## src/nbus_bridge_pkg.sv

```systemverilog
// Constants shared by the PCI-to-peripheral byte bus bridge
`default_nettype none
package nbus_bridge_pkg;
  // Claimed window of PCI I/O space (lowest 64K)
  localparam logic [31:0] IO_WINDOW_SIZE = 32'h0001_0000;
  // Contiguous-byte time-of-year clock window inside the I/O window
  localparam logic [31:0] TIME_OF_YEAR_CLOCK_BASE = 32'h0000_7000;
  localparam logic [31:0] TIME_OF_YEAR_CLOCK_SIZE = 32'h0000_0100;
  // Contiguous-byte ROM window in PCI memory space
  localparam logic [31:0] ROM_MEM_BASE = 32'h000E_0000;
  localparam logic [31:0] ROM_MEM_SIZE = 32'h0002_0000;
  // Sparse processor view: one peripheral byte per 32-byte step
  localparam int SPARSE_SHIFT = 5;
  localparam logic [31:0] SPARSE_IO_BASE = 32'h0000_0000;
  // Recovery field: bit 3 enables, bits 2:0 give extra system ticks
  localparam int RECOVERY_EN_BIT = 3;
  localparam logic [3:0] RECOVERY_RESET = 4'h9;
  // Clock rate and default system-clock tick length
  localparam int CLK_PERIOD_NS = 8;
  localparam int SYS_TICK_NS = 8;
  localparam int SYS_TICK_CYCLES = (SYS_TICK_NS + CLK_PERIOD_NS - 1) / CLK_PERIOD_NS;
  // Bridge sequencer states, one-hot
  typedef enum logic [2:0] {
    ST_IDLE = 3'b001,
    ST_ACCESS = 3'b010,
    ST_RECOVER = 3'b100
  } bridge_state_t;
endpackage
`default_nettype wire

```

## src/pci_sparse_io_byte_bus_bridge.sv

```systemverilog
// Bridge from upstream single-byte PCI accesses to the local byte-wide peripheral bus
`timescale 1ns/10ps
`default_nettype none
// What this block does
// [RULE_01] Claim lowest 64K I/O, forward every access (the code forwards only single bytes in an accepted lane and refuses the rest)
// [RULE_02] Only single-byte transfers reach the peripheral bus
// [RULE_03] Byte register sits in longword lane zero
// [RULE_04] Clock and ROM regions use contiguous bytes
// [RULE_05] Requester asserts exactly one byte enable
// [RULE_06] No base registers; claim by subtractive decode
// [RULE_07] Recovery field inserts ticks between cycles
// [RULE_08] Boot ROM left without positive decode
// [RULE_09] Sparse address is base plus offset shl five
module pci_sparse_io_byte_bus_bridge
  import nbus_bridge_pkg::*;
#(
  parameter int NB_ADDR_W = 17,
  parameter int TICK_CYCLES = SYS_TICK_CYCLES
) (
  // Clock and reset
  input wire logic clk,
  input wire logic rst_b,
  // Upstream request
  input wire logic req_valid,
  output logic req_ready,
  input wire logic req_mem_space,
  input wire logic [31:0] req_addr,
  input wire logic [3:0] req_byte_en,
  input wire logic req_write,
  input wire logic [31:0] req_wdata,
  input wire logic req_pos_claimed,
  // Upstream answer
  output logic rsp_valid,
  output logic rsp_claimed,
  output logic rsp_error,
  output logic [31:0] rsp_rdata,
  // Peripheral byte bus
  output logic [NB_ADDR_W-1:0] nb_addr,
  output logic [7:0] nb_wdata,
  output logic nb_rd,
  output logic nb_wr,
  output logic nb_rom_cycle,
  input wire logic [7:0] nb_rdata,
  input wire logic nb_ack,
  // Control and observation
  input wire logic [3:0] recovery_field,
  output logic [31:0] last_sparse_addr
);

  logic rst_meta_reg;
  logic rst_sync_reg;
  logic rst_n;
  bridge_state_t state_reg;
  logic req_ready_reg;
  logic rsp_valid_reg;
  logic rsp_claimed_reg;
  logic rsp_error_reg;
  logic [31:0] rsp_rdata_reg;
  logic [NB_ADDR_W-1:0] nb_addr_reg;
  logic [7:0] nb_wdata_reg;
  logic nb_rd_reg;
  logic nb_wr_reg;
  logic nb_rom_cycle_reg;
  logic [1:0] lane_reg;
  logic [15:0] recover_cnt_reg;
  logic [31:0] last_sparse_addr_reg;

  logic take;
  logic in_io_window;
  logic in_time_of_year_clock;
  logic in_rom;
  logic claim;
  logic single_lane;
  logic [1:0] lane;
  logic lane_ok;
  logic [NB_ADDR_W-1:0] nb_addr_next;
  logic [15:0] recover_next;

  // Exactly one enable set; anything else is not a byte transfer
  function automatic logic one_hot4(input logic [3:0] v);
    return (v == 4'h1) || (v == 4'h2) || (v == 4'h4) || (v == 4'h8);
  endfunction

  // Lane number of a single enable
  function automatic logic [1:0] lane_of(input logic [3:0] v);
    logic [1:0] r;
    r = 2'h0;
    if (v[1]) begin
      r = 2'h1;
    end else if (v[2]) begin
      r = 2'h2;
    end else if (v[3]) begin
      r = 2'h3;
    end
    return r;
  endfunction

  // Half-open window test
  function automatic logic in_window(input logic [31:0] a, input logic [31:0] base, input logic [31:0] size);
    return (a >= base) && ((a - base) < size);
  endfunction

  // Reset released through two flops, asserted at once
  always_ff @(posedge clk or negedge rst_b) begin
    if (!rst_b) begin
      rst_meta_reg <= 1'b0;
      rst_sync_reg <= 1'b0;
    end else begin
      rst_meta_reg <= 1'b1;
      rst_sync_reg <= rst_meta_reg;
    end
  end
  assign rst_n = rst_sync_reg;

  // Address decode; claims only what no other agent took
  always_comb begin
    in_io_window = !req_mem_space && (req_addr < IO_WINDOW_SIZE); // RULE_01
    in_time_of_year_clock = in_io_window && in_window(req_addr, TIME_OF_YEAR_CLOCK_BASE, TIME_OF_YEAR_CLOCK_SIZE);
    in_rom = req_mem_space && in_window(req_addr, ROM_MEM_BASE, ROM_MEM_SIZE);
    // Subtractive: fixed regions taken only when nobody else answered
    claim = (in_io_window || in_rom) && !req_pos_claimed; // RULE_06 RULE_08
    single_lane = one_hot4(req_byte_en); // RULE_02 RULE_05
    lane = lane_of(req_byte_en);
    // Longword regions accept only the low lane
    lane_ok = single_lane && (in_time_of_year_clock || in_rom || (lane == 2'h0)); // RULE_03
    if (in_rom) begin
      nb_addr_next = NB_ADDR_W'((req_addr - ROM_MEM_BASE) & 32'hFFFF_FFFC) | NB_ADDR_W'(lane); // RULE_04
    end else if (in_time_of_year_clock) begin
      nb_addr_next = NB_ADDR_W'({req_addr[15:2], lane}); // RULE_04
    end else begin
      nb_addr_next = NB_ADDR_W'(req_addr[15:2]); // RULE_03
    end
  end

  assign take = req_valid && req_ready_reg;

  // Extra ticks only when the enable bit of the field is set
  always_comb begin
    if (recovery_field[RECOVERY_EN_BIT]) begin
      recover_next = 16'(recovery_field[2:0]) * 16'(TICK_CYCLES); // RULE_07
    end else begin
      recover_next = 16'h0000;
    end
  end

  // Sequencer: one byte cycle, then recovery when the field gives extra ticks, then ready again
  always_ff @(posedge clk or negedge rst_n) begin
    if (!rst_n) begin
      state_reg <= ST_IDLE;
      req_ready_reg <= 1'b0;
      recover_cnt_reg <= 16'h0000;
    end else begin
      case (state_reg)
        ST_IDLE: begin
          req_ready_reg <= 1'b1;
          if (take && claim && lane_ok) begin
            state_reg <= ST_ACCESS;
            req_ready_reg <= 1'b0;
          end
        end
        ST_ACCESS: begin
          if (nb_ack) begin
            if (recover_next == 16'h0000) begin
              state_reg <= ST_IDLE;
              req_ready_reg <= 1'b1;
            end else begin
              state_reg <= ST_RECOVER; // RULE_07
              recover_cnt_reg <= recover_next;
            end
          end
        end
        ST_RECOVER: begin
          // Back-to-back cycles held off until the count runs out
          recover_cnt_reg <= recover_cnt_reg - 16'h0001; // RULE_07
          if (recover_cnt_reg == 16'h0001) begin
            state_reg <= ST_IDLE;
            req_ready_reg <= 1'b1;
          end
        end
        default: begin
          state_reg <= ST_IDLE;
          req_ready_reg <= 1'b0;
        end
      endcase
    end
  end

  // Peripheral strobes held from launch until acknowledge
  always_ff @(posedge clk or negedge rst_n) begin
    if (!rst_n) begin
      nb_addr_reg <= '0;
      nb_wdata_reg <= 8'h00;
      nb_rd_reg <= 1'b0;
      nb_wr_reg <= 1'b0;
      nb_rom_cycle_reg <= 1'b0;
      lane_reg <= 2'h0;
    end else if (state_reg == ST_IDLE && take && claim && lane_ok) begin
      nb_addr_reg <= nb_addr_next;
      nb_wdata_reg <= req_wdata[8*lane +: 8]; // RULE_02
      nb_rd_reg <= !req_write;
      nb_wr_reg <= req_write;
      nb_rom_cycle_reg <= in_rom;
      lane_reg <= lane;
    end else if (state_reg == ST_ACCESS && nb_ack) begin
      nb_rd_reg <= 1'b0;
      nb_wr_reg <= 1'b0;
    end
  end

  // Answer: one-cycle pulse, read byte placed in its own lane
  always_ff @(posedge clk or negedge rst_n) begin
    if (!rst_n) begin
      rsp_valid_reg <= 1'b0;
      rsp_claimed_reg <= 1'b0;
      rsp_error_reg <= 1'b0;
      rsp_rdata_reg <= 32'h0000_0000;
    end else begin
      rsp_valid_reg <= 1'b0;
      if (state_reg == ST_IDLE && take && !(claim && lane_ok)) begin
        // Unclaimed passes on; claimed but not a single byte in an accepted lane is refused
        rsp_valid_reg <= 1'b1;
        rsp_claimed_reg <= claim;
        rsp_error_reg <= claim; // RULE_02
        rsp_rdata_reg <= 32'h0000_0000;
      end else if (state_reg == ST_ACCESS && nb_ack) begin
        rsp_valid_reg <= 1'b1;
        rsp_claimed_reg <= 1'b1;
        rsp_error_reg <= 1'b0;
        rsp_rdata_reg <= nb_rd_reg ? (32'(nb_rdata) << {lane_reg, 3'b000}) : 32'h0000_0000;
      end
    end
  end

  // Processor-side sparse address of the last forwarded I/O byte
  always_ff @(posedge clk or negedge rst_n) begin
    if (!rst_n) begin
      last_sparse_addr_reg <= 32'h0000_0000;
    end else if (state_reg == ST_IDLE && take && claim && lane_ok && !in_rom) begin
      last_sparse_addr_reg <= SPARSE_IO_BASE + (32'(req_addr[15:0]) << SPARSE_SHIFT); // RULE_09
    end
  end

  assign req_ready = req_ready_reg;
  assign rsp_valid = rsp_valid_reg;
  assign rsp_claimed = rsp_claimed_reg;
  assign rsp_error = rsp_error_reg;
  assign rsp_rdata = rsp_rdata_reg;
  assign nb_addr = nb_addr_reg;
  assign nb_wdata = nb_wdata_reg;
  assign nb_rd = nb_rd_reg;
  assign nb_wr = nb_wr_reg;
  assign nb_rom_cycle = nb_rom_cycle_reg;
  assign last_sparse_addr = last_sparse_addr_reg;

endmodule // pci_sparse_io_byte_bus_bridge
`default_nettype wire

```

## config.mk

```make
export PLATFORM = sky130hd
export DESIGN_NAME = pci_sparse_io_byte_bus_bridge
export DESIGN_NICKNAME = d
export VERILOG_FILES = /design/src/nbus_bridge_pkg.sv /design/src/pci_sparse_io_byte_bus_bridge.sv
export SDC_FILE = /design/constraint.sdc
export NUM_CORES = 1
export LEC_CHECK = 0
export BUFFER_PORTS_ARGS = -buffer_cell sky130_fd_sc_hd__clkbuf_2
export CORE_AREA = 10 10 114 116
export DETAILED_ROUTE_END_ITERATION = 16
export DIE_AREA = 0 0 124 126
export GPL_ROUTABILITY_DRIVEN = 0
export PLACE_DENSITY = 0.78
export SLEW_MARGIN = 20
export SYNTH_ARGS = -nofsm -noshare
export SYNTH_HDL_FRONTEND = slang
export SYNTH_SLANG_ARGS = --single-unit
```

## constraint.sdc

```tcl
create_clock -name clk -period 4.1 [get_ports clk]
set_input_delay 0.205 -clock clk [delete_from_list [all_inputs] [get_ports clk]]
set_output_delay 0.205 -clock clk [all_outputs]
set_load 0.02 [all_outputs]
```

==> summary.md, run 1 <==
| Metric | Value |
|---|---|
| Outcome | `completed` |
| Max transition margin | `28.1%` |
| Tcrit/Tclk final | `70.1%` |
| Hold/Removal Path Class | `input port to flop` |
| Clk pin slew, worst setup/hold paths | `0.10 ns` |
| Core Area | `0.0107 mm^2` |
| RSZ-0062 raised after global routing | `false` |
| Hold Vio Cnt, Final | `0` |
| Post-synthesis mux area share | `2.52%` |
| DR vias/cell | `5.51` |
| CTS tree | `done` |
| CP endpoint kind | `flop` |
| Antenna violations before repair | `0` |
| Max-Cap Viols | `0` |
| Slew Limit Fails | `0` |
| Commonest cells in the netlist | `dfrtp_1 (102), nand2_1 (99), a21oi_1 (36), nand3_1 (36)` |
| Worst Setup SP | `state_reg[1]` |
| Cells on worst reg2reg path | `8` |
| Wirelength per Cell | `17.2 um` |
| CTS HTree Levels | `3` |
| Internal reg-to-reg setup slack | `1.23 ns` |
| Clock Tree Buf Depth | `2` |
| First-pass GRT wire length | `23.8 mm` |
| Fmax | `0.348 GHz` |
| Post-synth EDFFs | `0` |
| Largest net degree at the start of global routing | `59` |
| Top cell type's share of synthesized area | `48.9%` |
| IO Pins | `183` |
| Yosys top cell by area | `dfrtp_1` |
| Top-count cell post-synth | `dfrtp_1` |
| PostCTS Resize Cnt | `0` |
| Worst R2R End | `nb_addr[10]` |
| Vias in the first global route | `4829` |
| Starting Density | `48.8%` |
| DR iter-0 viols | `337` |
| Post-Synth XOR/XNOR Area | `3.02%` |
| Worst Tran Pin Value | `1.08 ns` |
| DRT Wirelength | `14.9 mm` |
| Clk sinks | `103` |
| CP Data Arrival Time | `3.13 ns` |
| Fillers | `951` |
| Pwr dens | `294 mW/mm^2` |
| Hold-fix buffers, CTS | `2` |
| Finish-stage setup viols | `0` |
| TNS Setup | `0 ns` |
| Asr flop ratio synth | `100%` |
| Grt ovf | `0` |
| Post-layout nets | `810` |
| Adder-Cell Fraction of Synth Area | `1.20%` |
| Ant diodes | `0` |
| Mean area per synthesized cell | `9.22 um^2` |
| Top FF cell, synth | `dfrtp_1` |
| Worst Path Max Fanout | `21` |
| Port bufs | `166` |
| Hpwl dp | `11.1 mm` |
| Via Count | `4754` |
| Row count | `38` |
| VDD IR max | `0.000183 V` |
| Setup Buffers After CTS | `0` |
| GR Util All Layers | `18.7%` |
| Synth Area in Compound Gates | `15.3%` |
| Area growth, synth to finish | `21.1%` |
| Area contributors post-synth | `dfrtp_1 (49%), nand2_1 (7.1%), a21oi_1 (3.5%)` |
| Largest family of logic cells by synthesized area | `simple AND/OR/NAND/NOR gates` |
| Leak | `0.00306 uW` |
| First-pass DRT Iterations | `5` |
| Die Span Y | `126 um` |
| Startpoint types | `flop` |
| Area of the die | `0.0156 mm^2` |
| Cells after Synth | `566` |
| Placed cell areas | `0.00608 mm^2` |
| Crit Path Category | `flop to flop` |
| Req. time, crit path | `4.35 ns` |
| Synth Cell Area | `0.00522 mm^2` |
| Netlist cell types | `56` |
| RR Startpoint | `state_reg[1]` |
| CTS root buf | `clkbuf_8` |
| Seq/Total Area, Yosys | `49.4%` |
| Synth Area in Simple Gates | `22.6%` |
| Setup Skew | `0.0176 ns` |
| ANT nets after route | `0` |
| FF+latch count, synth | `103` |
| Num CTS Buffers | `9` |
| Final min period | `2.87 ns` |
| Clk_lat worst skew | `0.38 ns` |
| Remaining DRCs | `0` |
| Max reg flops | `32` |
| Width of the die | `124 um` |
| Final Cell Area | `0.00632 mm^2` |
| Critical Path Sink | `nb_addr[10]` |
| Layout cells sized above 1 | `29.9%` |
| Yosys warning count | `0` |
==> through the flow <==
stage / hold WS [ns] / power, uW / util [%] / std cells / setup slack [ns]
final: 0.0225 / 1860 / 59.1 / 863 / 1.23
after detailed placement: -0.000447 / 1200 / 56.9 / 845 / 0.840
after CTS: 0.00981 / 1870 / 59.0 / 863 / 1.19
after global placement: -0.00256 / 1190 / 56.9 / 845 / 1.07
after global routing: 0.0169 / 1940 / 59.1 / 863 / 0.989
after floorplan: -0.0906 / 1130 / - / 581 / 1.02
==> where the power goes <==
part | switching (uW) | leakage, uW | internal (uW)
logic | 91.2 | 0.00161 | 57.3
registers | 13.4 | 0.00133 | 1020
clock network | 359 | 0.000110 | 320
total | 463 | 0.00306 | 1400
==> layout by cell type (no fill, tap or decap), types with 11 or more instances in the layout <==
| master | synthesis | layout |
|---|---|---|
| conb_1 | 2 | 17 |
| dfrtp_1 | 102 | 101 |
| nand3_1 | 36 | 36 |
| nor2_1 | 31 | 30 |
| clkbuf_2 | 0 | 166 |
| a21oi_1 | 36 | 36 |
| o21ai_0 | 31 | 31 |
| clkbuf_8 | 0 | 11 |
| nor3_1 | 26 | 26 |
| a22oi_1 | 16 | 16 |
| a31oi_1 | 13 | 13 |
| nand2_1 | 99 | 99 |
==> logic make-up after synthesis <==
kind of cell    count (synthesis)
compound gates                124
xor+xnor                       18
fa+ha+maj                       5
buf+inv                        58
flops                         103
mux                            12
other cells                     2
simple gates                  244
==> worst max-delay path, stage by stage, from the launching register on <==
cell and delay [ns]:
dfrtp_1 0.46, nor2_1 0.19, nand4_1 0.22, or3_1 0.43, a2111oi_4 0.27, buf_4 0.30
or2_1 0.45, buf_4 0.31, a31oi_1 0.11
==> worst min-delay path by stage <==
| stage | depth (start not counted) | startpoint | slack, ns | to |
|---|---|---|---|---|
| detailed placement | 1 | rst_b | -0.0004 | rst_n |
| CTS | 3 | req_addr[1] | 0.01 | last_sparse_addr[6] |
| global placement | 1 | rst_b | -0.003 | rst_meta_reg |
| finish | 3 | req_addr[1] | 0.02 | last_sparse_addr[6] |
| global route | 3 | req_addr[1] | 0.02 | last_sparse_addr[6] |
| floorplan | 0 | rst_b | -0.09 | rst_meta_reg |
==> metal layers <==
metal  vias up  GRT usage, %  part of all wire, %
met4         0          5.35                  1.1
met3        15          5.99                  8.1
met1      2326          23.2                   40
met2       147          30.4                   50
met5         -             0                    0
li1       2266             -                    -
==> final cells by class <==
class | count | area, um^2 | area share, %
Clock buffer | 11 | 151 | 2.40
Tap cell | 140 | 175 | 2.77
Timing Repair Buffer | 177 | 918 | 14.5
Inverter | 7 | 26.3 | 0.416
Clock inverter | 5 | 61.3 | 0.970
Sequential cell | 103 | 2580 | 40.9
Multi-Input combinational cell | 420 | 2400 | 38.1
(Power assumes the default switching activity.)
==> run 2, diff against run 1 <==
--- a/config.mk
+++ b/config.mk
@@ -5,12 +5,13 @@
 export SDC_FILE = /design/constraint.sdc
 export NUM_CORES = 1
 export LEC_CHECK = 0
+export ABC_AREA = 1
 export BUFFER_PORTS_ARGS = -buffer_cell sky130_fd_sc_hd__clkbuf_2
-export CORE_AREA = 10 10 114 116
+export CORE_AREA = 10 10 119 121
 export DETAILED_ROUTE_END_ITERATION = 16
-export DIE_AREA = 0 0 124 126
+export DIE_AREA = 0 0 129 131
 export GPL_ROUTABILITY_DRIVEN = 0
-export PLACE_DENSITY = 0.78
+export PLACE_DENSITY = 0.8
 export SLEW_MARGIN = 20
 export SYNTH_ARGS = -nofsm -noshare
 export SYNTH_HDL_FRONTEND = slang
==> constraint.sdc (replaced) <==
create_clock -name clk -period 2.8 [get_ports clk]
set_input_delay 0.14 -clock clk [delete_from_list [all_inputs] [get_ports clk]]
set_output_delay 0.14 -clock clk [all_outputs]
set_load 0.02 [all_outputs]
==> summary.md, run 2 <==
| Metric | Value |
|---|---|
| Clk pin slew, worst setup/hold paths | `0.07 ns (-0.03 ns)` |
| CTS root buf | `clkbuf_16` |
| Critical Path Sink | `last_sparse_addr[12]` |
| Flop pwr share | `50.9% (-4.6 points)` |
| RR Startpoint | `state_reg[0]` |
| Seq/Total Area, Yosys | `42.7% (-6.7 points)` |
| Worst R2R End | `last_sparse_addr[12]` |
| Crit Path Category | `flop to flop` |
| Antenna violations before repair | `0 (unchanged)` |
| Wirelength per Cell | `15.1 um (-12%)` |
| Largest net degree at the start of global routing | `61 (+3.4%)` |
| Cells after Synth | `821 (+45%)` |
| Max reg flops | `32 (unchanged)` |
| Sw frac | `25.7% (+0.80 points)` |
| Remaining DRCs | `0 (unchanged)` |
| IO Pins | `183 (unchanged)` |
| Setup Buffers After CTS | `0 (unchanged)` |
| Pwr dens | `413 mW/mm^2 (+40%)` |
| ANT nets after route | `0 (unchanged)` |
| Slew Limit Fails | `0 (unchanged)` |
| Yosys top cell by area | `dfrtp_1` |
| Via Count | `5908 (+24%)` |
| Fillers | `1120 (+18%)` |
| Internal reg-to-reg setup slack | `0.53 ns (-0.69 ns)` |
| CP endpoint kind | `flop` |
| Commonest cells in the netlist | `nand2_1 (212), dfrtp_1 (102), nor2_1 (101)` |
| PostCTS Resize Cnt | `0 (unchanged)` |
| Commonest non-fill, non-tap cell in the layout | `nand2_1` |
| Hold Vio Cnt, Final | `0 (unchanged)` |
| Area contributors post-synth | `dfrtp_1 (42%), nand2_1 (13%), nor2_1 (6.3%)` |
| DRT Wirelength | `17.1 mm (+15%)` |
| Synth Cell Area | `0.00604 mm^2 (+16%)` |
| DR vias/cell | `5.22 (-5.2%)` |
| Top-count cell post-synth | `nand2_1` |
| Starting Density | `51.2% (+2.4 points)` |
| Layout cells sized above 1 | `24.0% (-5.9 points)` |
| Worst Setup SP | `state_reg[0]` |
| Max transition margin | `45.7% (+18 points)` |
| Post-layout nets | `1071 (+32%)` |
| Clock power frac | `39.0% (+2.5 points)` |
| Top FF cell, synth | `dfrtp_1` |
| Ant diodes | `0 (unchanged)` |
| Finish-stage setup viols | `0 (unchanged)` |
| Internal power | `2200 uW (+58%)` |
| Die Span Y | `131 um (+4.0%)` |
| Max-Cap Viols | `0 (unchanged)` |
| Asr flop ratio synth | `100% (unchanged)` |
| Grt ovf | `0 (unchanged)` |
| CTS HTree Levels | `3 (unchanged)` |
| RSZ-0062 raised after global routing | `false` |
| Num CTS Buffers | `9 (unchanged)` |
| Clock Tree Buf Depth | `2 (unchanged)` |
| Setup Skew | `0.00843 ns (-0.00917 ns)` |
| First-pass DRT Iterations | `5 (unchanged)` |
| Core Area | `0.0118 mm^2 (+10%)` |
| Yosys warning count | `0 (unchanged)` |
| Worst hold slack | `0.0441 ns (+0.0216 ns)` |
| Worst Path Max Fanout | `29 (+38%)` |
| FF+latch count, synth | `103 (unchanged)` |
| DR iter-0 viols | `634 (+88%)` |
| Netlist cell types | `40 (-29%)` |
| Commonest non-fill, non-tap cells in the layout | `nand2_1 (212), clkbuf_2 (166), dfrtp_1 (101)` |
| Top cell type's share of synthesized area | `42.2% (-6.7 points)` |
| Startpoint types | `flop` |
| Hold/Removal Path Class | `input port to flop` |
| GR Util All Layers | `20.0% (+1.3 points)` |
| VDD IR max | `0.000269 V (+47%)` |
| Mean area per synthesized cell | `7.36 um^2 (-20%)` |
| Final min period | `2.27 ns (-0.608 ns)` |
| Hold-fix buffers, CTS | `1 (-1)` |
| Outcome | `completed` |
| Clk_lat worst skew | `0.35 ns (-0.03 ns)` |
| Tcrit/Tclk final | `80.9% (+11 points)` |
| Width of the die | `129 um (+4.0%)` |
| CTS tree | `done` |
| CP Data Arrival Time | `2.53 ns (-0.60 ns)` |
| Switching power | `762 uW (+65%)` |
| Gate power share | `10.1% (+2.1 points)` |
| Clk sinks | `103 (unchanged)` |
| Cells on worst reg2reg path | `8 (unchanged)` |
| Register area | `0.00258 mm^2 (unchanged)` |
| Area of the die | `0.0169 mm^2 (+8.2%)` |
| Leak | `0.00393 uW (+29%)` |
| Req. time, crit path | `3.06 ns (-1.29 ns)` |
| Port bufs | `166 (unchanged)` |
| Fmax | `0.441 GHz (+27%)` |
| Multi-input gate area | `0.00292 mm^2 (+21%)` |
| TNS Setup | `0 ns (unchanged)` |
| Area growth, synth to finish | `18.9%` |
| Vias in the first global route | `5642 (+17%)` |
| Post-synth EDFFs | `0 (unchanged)` |
| Hpwl dp | `13.5 mm (+22%)` |
| Worst Tran Pin Value | `0.815 ns (-0.262 ns)` |
| Row count | `40 (+5.3%)` |
| First-pass GRT wire length | `27.4 mm (+15%)` |
==> run 2: routing by layer <==
metal	vias up	GRT usage, %	routed length [um]	share of wire (%)
met2	196	34.6	8620	50
met4	0	5.75	248	1.5
met3	16	5.60	1220	7.1
li1	2955	-	-	-
met5	-	0	0	0
met1	2741	23.9	7010	41
==> run 2: through the flow <==
stage / instances / setup WS [ns] / power, uW / utilization (%) / instance area, um^2
2_1_floorplan: 836 / 0.812 / 1720 / - / 6100
3_3_place_gp: 1114 / 0.284 / 1830 / 58.5 / 6910
3_5_place_dp: 1114 / 0.174 / 1830 / 58.5 / 6910
4_1_cts: 1131 / 0.510 / 2990 / 60.8 / 7180
5_1_grt: 1131 / 0.179 / 3070 / 60.8 / 7180
6_report: 1131 / 0.535 / 2970 / 60.8 / 7180
==> run 2: critical path: stages (launching register included) <==
cell and delay [ns]:
dfstp_2 0.54, inv_1 0.05, nor3_1 0.34, nand2_1 0.12, inv_1 0.10, nand3_1 0.12
nor2_4 0.23, nand2_2 0.38, o21ai_0 0.30
==> run 2: layout make-up <==
cell class                 instances  share of cell area [%]
clock inverter                     4                   0.418
multi-input combinational        606                    40.6
tap                              147                    2.56
timing repair buffer             176                    12.8
inverter                          83                    4.34
sequential                       103                    35.9
clock buffer                      12                    3.29
==> run 2: kinds of logic after synthesis <==
kind of cell	synth area share (%)
buf+inv	9.98
xor+xnor	2.17
simple gates	32.1
other cells	0.124
compound gates	11.9
fa+ha+maj	1.04
flops	42.7
==> run 2: power groups by stage <==
stage          clock (uW)  sequential (uW)  combinational [uW]
2_1_floorplan           0             1540                 179
4_1_cts              1180             1510                 297
6_report             1160             1510                 300
3_5_place_dp            0             1540                 295
5_1_grt              1230             1510                 336
3_3_place_gp            0             1540                 292
==> run 2: worst min path at each step <==
stage                 from             endpoint  slack (ns)  depth (start not counted)
2_1_floorplan        rst_b         rst_meta_reg       -0.16                          0
3_3_place_gp         rst_b         rst_meta_reg       -0.07                          1
3_5_place_dp         rst_b         rst_meta_reg       -0.07                          1
4_1_cts          req_write                nb_wr        0.04                          3
5_1_grt        req_addr[4]  last_sparse_addr[9]        0.06                          3
6_report         req_write                nb_wr        0.04                          3
